`config.mk`:
```
export PLATFORM = sky130hd
export DESIGN_NAME = pdm_port
export DESIGN_NICKNAME = d
export VERILOG_FILES = /design/src/design/pdm_pkg.sv /design/src/design/pdm_pin_if.sv /design/src/design/pdm_port.sv /design/src/design/pdm_pin_drive.sv
export SDC_FILE = /design/constraint.sdc
export NUM_CORES = 1
export LEC_CHECK = 0
export ABC_AREA = 1
export BUFFER_PORTS_ARGS = -buffer_cell sky130_fd_sc_hd__buf_2
export CORE_ASPECT_RATIO = 0.7
export CORE_MARGIN = 4
export CORE_UTILIZATION = 53
export CTS_CLUSTER_SIZE = 28
export DETAILED_ROUTE_END_ITERATION = 7
export MAX_ROUTING_LAYER = met4
export PLACE_DENSITY_LB_ADDON = 0.15
export SYNTH_ARGS = -nofsm -noshare
export SYNTH_HDL_FRONTEND = slang
export SYNTH_SLANG_ARGS = --single-unit
export TNS_END_PERCENT = 1
```
`constraint.sdc`:
```
create_clock -name pclk -period 2.7 [get_ports pclk]
set_input_delay 0.27 -clock pclk [delete_from_list [all_inputs] [get_ports pclk]]
set_output_delay 0.27 -clock pclk [all_outputs]
set_load 0.01 [all_outputs]
```
`src/design/pdm_pkg.sv`:
```
// constants and types shared by the pin drive mode port
// assumes a 32-bit apb slave with an 8-bit byte address
package pdm_pkg;

	localparam int ADDR_W = 8;
	localparam int DATA_W = 32;
	localparam int NPIN   = 8;

	// port-form registers, one bit per pin
	localparam logic [7:0] OFS_OUT    = 8'h00;
	localparam logic [7:0] OFS_STATE  = 8'h04;
	localparam logic [7:0] OFS_DM0    = 8'h08;
	localparam logic [7:0] OFS_DM1    = 8'h0C;
	localparam logic [7:0] OFS_DM2    = 8'h10;
	localparam logic [7:0] OFS_BYP    = 8'h14;
	localparam logic [7:0] OFS_BIDIR  = 8'h18;
	localparam logic [7:0] OFS_REGUL  = 8'h1C;
	localparam logic [7:0] OFS_IT0    = 8'h20;
	localparam logic [7:0] OFS_IT1    = 8'h24;
	localparam logic [7:0] OFS_STAT   = 8'h28;
	// pin-form registers: base plus four per pin
	localparam logic [1:0] PIN_CFG_PAGE = 2'h1;

	// field positions in a pin configuration word
	localparam int F_OUT   = 0;
	localparam int F_DM    = 1;
	localparam int F_BYP   = 4;
	localparam int F_BIDIR = 5;
	localparam int F_IT    = 6;
	localparam int F_REG   = 8;
	localparam int CFG_W   = 9;
	localparam int F_STATE = 9;
	localparam int F_STAT  = 10;

	// reset values of the port state
	localparam logic [3*NPIN-1:0] RST_DM  = 24'h00_0000;
	localparam logic [NPIN-1:0]   RST_OUT = 8'h00;
	localparam logic [NPIN-1:0]   NO_PINS = 8'h00;

	typedef enum logic [2:0] {
		DM_HIZ_ANALOG,
		DM_HIZ_DIGITAL,
		DM_RES_UP,
		DM_RES_DOWN,
		DM_OD_LOW,
		DM_OD_HIGH,
		DM_STRONG,
		DM_RES_BOTH
	} pdm_mode_t;

	typedef enum logic [1:0] {
		INT_NONE,
		INT_RISE,
		INT_FALL,
		INT_BOTH
	} pdm_int_t;

endpackage

```
`src/design/pdm_pin_if.sv`:
```
// per-pin carrier between port logic and one output stage decoder
// assumes both ends run on pclk
`timescale 1ns/10ps
`default_nettype none
interface pdm_pin_if;
	import pdm_pkg::*;
	pdm_mode_t mode;
	logic      data;
	logic      pad_out;
	logic      pad_oe;
	logic      pad_pu;
	logic      pad_pd;
	logic      pad_ibuf;

	modport port (output mode, data,
		input pad_out, pad_oe, pad_pu, pad_pd, pad_ibuf);
	modport drv (input mode, data,
		output pad_out, pad_oe, pad_pu, pad_pd, pad_ibuf);
endinterface
`default_nettype wire

```
`src/design/pdm_port.sv`:
```
// pin drive mode port: apb registers, drive decode, pin input and
// edge interrupts for one port of pins
// assumes pins arrive asynchronously and pad cells obey the controls
//
// Functional notes
// each pin has its own three-bit drive select field, eight behaviours.
// driver acts on output value, or routed peripheral signal under bypass.
// code 000 is reset default; driver and input buffer both off.
// code 001 keeps output floating, input buffer enabled.
// 010 resistive high/strong low; 011 strong high/resistive low.
// 100 strong low or float; 101 strong high or float.
// 110 drives strongly high and low following data.
// 111 resistive high for 1, resistive low for 0.
// regulated special-function pins refuse the three resistive modes.
// resistive and open-drain modes still read as digital inputs.
// software should not read pins set to strong drive as inputs.
// separate pin state and output value registers.
// settings reachable per port (bit per pin) and per pin.
// reset port state is programmable; drive modes applied at reset; pads here stay off until the first pclk edge after it.
// each pin may interrupt on rising, falling or both edges.
// pin interrupts are edge-triggered only.
// the port raises its own dedicated interrupt line.
// usb-capable pins offer only cmos output drive.
// each event sets its status bit and asserts the port request.
// interrupt type is none, rising, falling or both.
// routed output enable flips pin between digital hiz and its mode.
// pin inputs pass a two-flop synchroniser before use.
//
// Chosen here: the register addresses and the APB register port.
`timescale 1ns/10ps
`default_nettype none
module pdm_port #(
	parameter int                 N        = pdm_pkg::NPIN,
	parameter logic [3*N-1:0]     RESET_DM = pdm_pkg::RST_DM,
	parameter logic [N-1:0]       RESET_OUT = pdm_pkg::RST_OUT,
	parameter logic [N-1:0]       SFP_MASK = pdm_pkg::NO_PINS,
	parameter logic [N-1:0]       USB_MASK = pdm_pkg::NO_PINS
) (
	// clock and reset
	input  wire logic                        pclk,
	input  wire logic                        presetn,
	// apb slave
	input  wire logic                        psel,
	input  wire logic                        penable,
	input  wire logic                        pwrite,
	input  wire logic [pdm_pkg::ADDR_W-1:0]  paddr,
	input  wire logic [pdm_pkg::DATA_W-1:0]  pwdata,
	output logic      [pdm_pkg::DATA_W-1:0]  prdata,
	output logic                             pready,
	output logic                             pslverr,
	// routed peripheral signals
	input  wire logic [N-1:0]                periph_out,
	input  wire logic [N-1:0]                periph_oe,
	// pins
	input  wire logic [N-1:0]                pin_in,
	output logic      [N-1:0]                pad_out,
	output logic      [N-1:0]                pad_oe,
	output logic      [N-1:0]                pad_pu_en,
	output logic      [N-1:0]                pad_pd_en,
	output logic      [N-1:0]                pad_ibuf_en,
	// interrupt
	output logic                             port_irq
);
	import pdm_pkg::*;

	logic [CFG_W-1:0]  cfg_ff [N];
	logic [N-1:0]      plane [CFG_W];
	logic [N-1:0]      sync1_ff;
	logic [N-1:0]      sync2_ff;
	logic [N-1:0]      sync3_ff;
	logic [N-1:0]      pin_state_reg_ff;
	logic [N-1:0]      int_stat_ff;
	logic [N-1:0]      nxt_int_stat;
	logic [N-1:0]      ev;
	logic [N-1:0]      ibuf_vec;
	logic [N-1:0]      clr;
	logic              pready_ff;
	logic              pslverr_ff;
	logic [DATA_W-1:0] prdata_ff;
	logic [DATA_W-1:0] nxt_prdata;
	logic              nxt_err;
	logic              wr;
	logic              plane_hit;
	logic [3:0]        plane_pos;
	logic              cfg_hit;
	logic [2:0]        cfg_idx;
	logic              port_irq_ff;

	////////////////////////////////////////////////////////////////////
	// address decode

	assign wr      = psel && penable && pready_ff && pwrite;
	assign cfg_hit = (paddr[7:6] == PIN_CFG_PAGE) && (paddr[5] == 1'b0)
		&& (32'(paddr[4:2]) < N);
	assign cfg_idx = paddr[4:2];

	always_comb begin
		plane_hit = 1'b1;
		plane_pos = 4'(F_OUT);
		case (paddr)
			OFS_OUT:   plane_pos = 4'(F_OUT);
			OFS_DM0:   plane_pos = 4'(F_DM);
			OFS_DM1:   plane_pos = 4'(F_DM + 1);
			OFS_DM2:   plane_pos = 4'(F_DM + 2);
			OFS_BYP:   plane_pos = 4'(F_BYP);
			OFS_BIDIR: plane_pos = 4'(F_BIDIR);
			OFS_REGUL: plane_pos = 4'(F_REG);
			OFS_IT0:   plane_pos = 4'(F_IT);
			OFS_IT1:   plane_pos = 4'(F_IT + 1);
			default:   plane_hit = 1'b0;
		endcase
	end

	always_comb begin
		nxt_prdata = '0;
		nxt_err    = 1'b0;
		if (plane_hit) begin
			nxt_prdata[N-1:0] = plane[plane_pos];
		end else if (paddr == OFS_STATE) begin
			nxt_prdata[N-1:0] = pin_state_reg_ff;
		end else if (paddr == OFS_STAT) begin
			nxt_prdata[N-1:0] = int_stat_ff;
		end else if (cfg_hit) begin
			nxt_prdata[CFG_W-1:0] = cfg_ff[cfg_idx];
			nxt_prdata[F_STATE]   = pin_state_reg_ff[cfg_idx];
			nxt_prdata[F_STAT]    = int_stat_ff[cfg_idx];
		end else begin
			nxt_err = 1'b1;
		end
	end

	////////////////////////////////////////////////////////////////////
	// apb answer: one wait state, write commits with pready

	always_ff @(posedge pclk or negedge presetn) begin
		if (!presetn) begin
			pready_ff  <= 1'b0;
			pslverr_ff <= 1'b0;
			prdata_ff  <= '0;
		end else begin
			pready_ff  <= psel && penable && !pready_ff;
			pslverr_ff <= psel && penable && !pready_ff && nxt_err;
			if (psel && penable && !pready_ff && !pwrite) begin
				prdata_ff <= nxt_prdata;
			end
		end
	end

	assign pready  = pready_ff;
	assign pslverr = pslverr_ff;
	assign prdata  = prdata_ff;

	////////////////////////////////////////////////////////////////////
	// per-pin configuration, effective mode and output stage

	genvar p, b;
	generate
		for (p = 0; p < N; p++) begin : g_pin
			pdm_pin_if  pif ();
			pdm_mode_t  sel;
			pdm_mode_t  eff;
			logic       rise;
			logic       fall;

			for (b = 0; b < CFG_W; b++) begin : g_plane
				assign plane[b][p] = cfg_ff[p][b];
			end

			always_ff @(posedge pclk or negedge presetn) begin
				if (!presetn) begin
					cfg_ff[p]                <= '0;
					cfg_ff[p][F_DM +: 3]     <= RESET_DM[3*p +: 3];
					cfg_ff[p][F_OUT]         <= RESET_OUT[p];
				end else if (wr && plane_hit) begin
					cfg_ff[p][plane_pos]     <= pwdata[p];
				end else if (wr && cfg_hit && cfg_idx == 3'(p)) begin
					cfg_ff[p]                <= pwdata[CFG_W-1:0];
				end
			end

			assign sel = pdm_mode_t'(cfg_ff[p][F_DM +: 3]);

			always_comb begin
				eff = sel;
				if (cfg_ff[p][F_BIDIR] && !periph_oe[p]) begin
					eff = DM_HIZ_DIGITAL;
				end else if (USB_MASK[p] && sel != DM_HIZ_ANALOG
					&& sel != DM_HIZ_DIGITAL) begin
					eff = DM_STRONG;
				end else if (SFP_MASK[p] && cfg_ff[p][F_REG]
					&& (sel == DM_RES_UP || sel == DM_RES_DOWN
					|| sel == DM_RES_BOTH)) begin
					eff = DM_HIZ_DIGITAL;
				end
			end

			assign pif.mode = eff;
			assign pif.data = cfg_ff[p][F_BYP] ? periph_out[p]
				: cfg_ff[p][F_OUT];

			pdm_pin_drive u_drv (
				.pclk    (pclk),
				.presetn (presetn),
				.pin     (pif.drv)
			);

			assign pad_out[p]     = pif.pad_out;
			assign pad_oe[p]      = pif.pad_oe;
			assign pad_pu_en[p]   = pif.pad_pu;
			assign pad_pd_en[p]   = pif.pad_pd;
			assign pad_ibuf_en[p] = pif.pad_ibuf;
			assign ibuf_vec[p]    = (eff != DM_HIZ_ANALOG);

			assign rise = sync2_ff[p] && !sync3_ff[p];
			assign fall = !sync2_ff[p] && sync3_ff[p];

			always_comb begin
				case (pdm_int_t'(cfg_ff[p][F_IT +: 2]))
					INT_RISE: ev[p] = rise && ibuf_vec[p];
					INT_FALL: ev[p] = fall && ibuf_vec[p];
					INT_BOTH: ev[p] = (rise || fall) && ibuf_vec[p];
					default:  ev[p] = 1'b0;
				endcase
			end

			assign clr[p] = wr && ((paddr == OFS_STAT && pwdata[p])
				|| (cfg_hit && cfg_idx == 3'(p) && pwdata[F_STAT]));
		end
	endgenerate

	////////////////////////////////////////////////////////////////////
	// pin input synchroniser and pin state

	always_ff @(posedge pclk or negedge presetn) begin
		if (!presetn) begin
			sync1_ff <= '0;
			sync2_ff <= '0;
			sync3_ff <= '0;
		end else begin
			sync1_ff <= pin_in;
			sync2_ff <= sync1_ff;
			sync3_ff <= sync2_ff;
		end
	end

	always_ff @(posedge pclk or negedge presetn) begin
		if (!presetn) begin
			pin_state_reg_ff <= '0;
		end else begin
			pin_state_reg_ff <= sync2_ff & ibuf_vec;
		end
	end

	////////////////////////////////////////////////////////////////////
	// edge interrupts: set wins over clear

	assign nxt_int_stat = ev | (int_stat_ff & ~clr);

	always_ff @(posedge pclk or negedge presetn) begin
		if (!presetn) begin
			int_stat_ff <= '0;
			port_irq_ff <= 1'b0;
		end else begin
			int_stat_ff <= nxt_int_stat;
			port_irq_ff <= |nxt_int_stat;
		end
	end

	assign port_irq = port_irq_ff;
endmodule // pdm_port
`default_nettype wire

```
`src/design/pdm_pin_drive.sv`:
```
// output stage decoder for one pin: mode and data to pad controls
// assumes an effective mode already resolved by the port logic
`timescale 1ns/10ps
`default_nettype none
module pdm_pin_drive (
	// clock and reset
	input  wire logic pclk,
	input  wire logic presetn,
	// pin controls
	pdm_pin_if.drv    pin
);
	import pdm_pkg::*;

	always_ff @(posedge pclk or negedge presetn) begin
		if (!presetn) begin
			pin.pad_out  <= 1'b0;
			pin.pad_oe   <= 1'b0;
			pin.pad_pu   <= 1'b0;
			pin.pad_pd   <= 1'b0;
			pin.pad_ibuf <= 1'b0;
		end else begin
			pin.pad_out  <= pin.data;
			pin.pad_ibuf <= (pin.mode != DM_HIZ_ANALOG);
			case (pin.mode)
				DM_RES_UP: begin
					pin.pad_oe <= !pin.data;
					pin.pad_pu <= pin.data;
					pin.pad_pd <= 1'b0;
				end
				DM_RES_DOWN: begin
					pin.pad_oe <= pin.data;
					pin.pad_pu <= 1'b0;
					pin.pad_pd <= !pin.data;
				end
				DM_OD_LOW: begin
					pin.pad_oe <= !pin.data;
					pin.pad_pu <= 1'b0;
					pin.pad_pd <= 1'b0;
				end
				DM_OD_HIGH: begin
					pin.pad_oe <= pin.data;
					pin.pad_pu <= 1'b0;
					pin.pad_pd <= 1'b0;
				end
				DM_STRONG: begin
					pin.pad_oe <= 1'b1;
					pin.pad_pu <= 1'b0;
					pin.pad_pd <= 1'b0;
				end
				DM_RES_BOTH: begin
					pin.pad_oe <= 1'b0;
					pin.pad_pu <= pin.data;
					pin.pad_pd <= !pin.data;
				end
				default: begin
					pin.pad_oe <= 1'b0;
					pin.pad_pu <= 1'b0;
					pin.pad_pd <= 1'b0;
				end
			endcase
		end
	end
endmodule // pdm_pin_drive
`default_nettype wire

```
==> reports/qor.yml <==
period_minus_slack_ns: 2.17
cp_cell_sequence: "inv_1, nor3_1, buf_4, nand2_2, o21ai_2, nand3_1, a21oi_1, nor2_1"
die_width_um: 172
reg2reg_depth: 8
antenna_found_initial: 0
synth_flop_cell: "dfrtp_1"
fin_setup_tns_ns: 0
hpwl_mm: 24.6
rsz0062_at_grt: "false"
cp-end-kind: "register"
hold_viol: 0
ys_seq_area_share_pct: 41.5
cts_tree: "built"
insertion_delay_ns: 0.44
drv_slew: 0
min_path_type: "in -> reg"
rows: 41
htreeDepth: 4
synth_cells: 1362
start_util_pct: 54.9
ioPinCount: 144
cts_hold_buffers: 9
power.total_mw: 6.15
nets: 1543
place_inst: 1666
synth_edf_count: 0
cp.depth: 8
ys_top_cells_by_count: "nand2_1, dfrtp_1, inv_1"
cp_max_fo: 14
grt_pass1_wl_mm: 51.1
synth.avg_cell_area_um2: 7.36
yosys-top-cells-area: "dfrtp_1, nand2_1, inv_1"
cts-resized-gates: 0
detail-route-antenna-nets: 0
worst-path-buf-inv: 2
setup_viol: 0
synth_cell_type_count: 47
die_area_um2: 21200
synth_top_area_cell: "dfrtp_1"
synth_most_common_cell: "nand2_1"
cts_buffers: 17
clkSinkCount: 166
die_h_um: 123
grt_max_degree: 99
slowest_delay_ns: 0.64
synthToLayoutAreaGrowth_pct: 12.7
clock-skew-final_ns: 0.0101
viasPerCell: 5.71
synth_top_area_share_pct: 41.5
worstSetupStartpointType: "register"
first_pass_iters: 6
cts-root-buf: "clkbuf_16"
hold_depth: 3
maxCapViolCount: 0
synth_area_um2: 10000
arrival_ns: 2.49
core_area_um2: 18300
path_clk_slew_ns: 0.07
cts_max_path_buffers: 2
path_class: "reg -> reg"
finalNonFillerCells: 1707
power_density_nw_per_um2: 545
diodes: 0
ys_warn_count: 0
wl_per_cell_um: 19.7
status: "complete, no violations"
cpMaxStageDelayCell: "o21ai_2"
post-cts-setup-buffers: 0
maxSlewHeadroom_pct: 49.3
power.leakage_nw: 5.77
clock.fmax_mhz: 461
worstMarginPinSlew_ns: 0.760
async_flop_share_pct: 100
register_area_um2: 4150
gp_congestion: 0.986
fill_cells: 1747
drc_errors: 0
grt_pass1_vias: 9035
synth_seq_cells: 166
cp.required_ns: 3.02
multi_input_area_um2: 4720
grt_use_total_pct: 33.0
layout-drive-gt1-share_pct: 16.8
drt_wl_total_mm: 33.6
io_buffers: 100
drt-initial-drc-count: 947
max-vdd-ir-drop_v: 0.000421
period_share_pct: 80.3
crit_family: "compound AO/OA/AOI/OAI gates"
routed-via-count: 9742
grt_overflow: 0
[final timing paths]
check | start | to | slack [ns]
min in group asynchronous | presetn | g_pin[3].u_drv.pin.pad_out | 0.39
worst max-delay path | pready | cfg_ff[25] | 0.53
worst max register to register | pready | cfg_ff[25] | 0.53
worst min register to register | sync1_ff[0] | sync2_ff[0] | 0.35
max in group asynchronous | presetn | cfg_ff[26] | 1.80
worst min-delay path | penable | pready | 0.11
[cell usage in the layout (no fill, tap or decap), types with 11 or more instances in the layout]
cell / instances
nor3_1: 11
clkbuf_16: 17
a21oi_1: 73
nand2_1: 432
conb_1: 21
a22oi_1: 14
o21a_1: 15
nor2_1: 109
nand2_2: 21
buf_2: 99
inv_2: 11
dfrtp_1: 166
o21ai_1: 21
o22ai_1: 17
ha_1: 16
buf_4: 45
o21ai_0: 48
inv_1: 134
nand3_1: 88
[sequential cells by signal, indices dropped and copies added, names as in the netlist, 8 cells and up]
signal / count
cfg_ff: 72
prdata: 11
g_pin.u_drv.pin.pad_ibuf: 8
g_pin.u_drv.pin.pad_out: 8
g_pin.u_drv.pin.pad_oe: 8
sync2_ff: 8
pin_state_reg_ff: 8
sync1_ff: 8
int_stat_ff: 8
g_pin.u_drv.pin.pad_pu: 8
sync3_ff: 8
g_pin.u_drv.pin.pad_pd: 8
[logic make-up (layout without fill, tap and decap cells)]
group	Yosys count	count (layout)	share of synthesized area [%]
DFF	166	166	41.5
AOI/OAI and AO/OA	235	235	14.4
other	1	21	0.0374
adders and majority gates	16	16	2.00
and+or+nand+nor	699	699	29.9
buffers and inverters	245	334	12.2
[area by class of cell]
type / instances / area share [%]
multi-input combinational: 971 / 41.8
clock buffer: 18 / 3.80
sequential: 166 / 36.8
tap: 236 / 2.61
timing repair buffer: 157 / 8.81
clock inverter: 14 / 1.41
inverter: 145 / 4.82
[routing by layer]
| layer | vias to the layer above | GRT usage (%) | share of wire [%] |
|---|---|---|---|
| li1 | 4532 | - | - |
| met1 | 4561 | 47.0 | 43 |
| met2 | 566 | 47.7 | 43 |
| met3 | 83 | 6.17 | 10 |
| met4 | 0 | 11.2 | 3.0 |
| met5 | - | - | 0 |
[worst reg2reg max path: cells and delay by family, from the launching register on]
family,cells,cell delay [ns]
compound gates,2,0.85
simple gates,4,0.58
flops,1,0.37
buf+inv,2,0.27
[power breakdown]
part / internal, mW / switching, mW
combinational: 0.310 / 0.557
sequential: 2.66 / 0.149
clock: 1.32 / 1.16
total: 4.29 / 1.86
[per-stage QoR]
stage | instance area (µm²) | util (%) | hold slack, ns | setup WS (ns)
detailed placement | 10600 | 58.1 | 0.295 | 0.151
CTS | 11300 | 61.8 | 0.102 | 0.564
global route | 11300 | 61.8 | 0.135 | 0.415
global placement | 10600 | 58.1 | 0.297 | 0.212
finish | 11300 | 61.8 | 0.107 | 0.531
floorplan | 10100 | - | -0.0256 | 0.641
(Power assumes the default switching activity.)
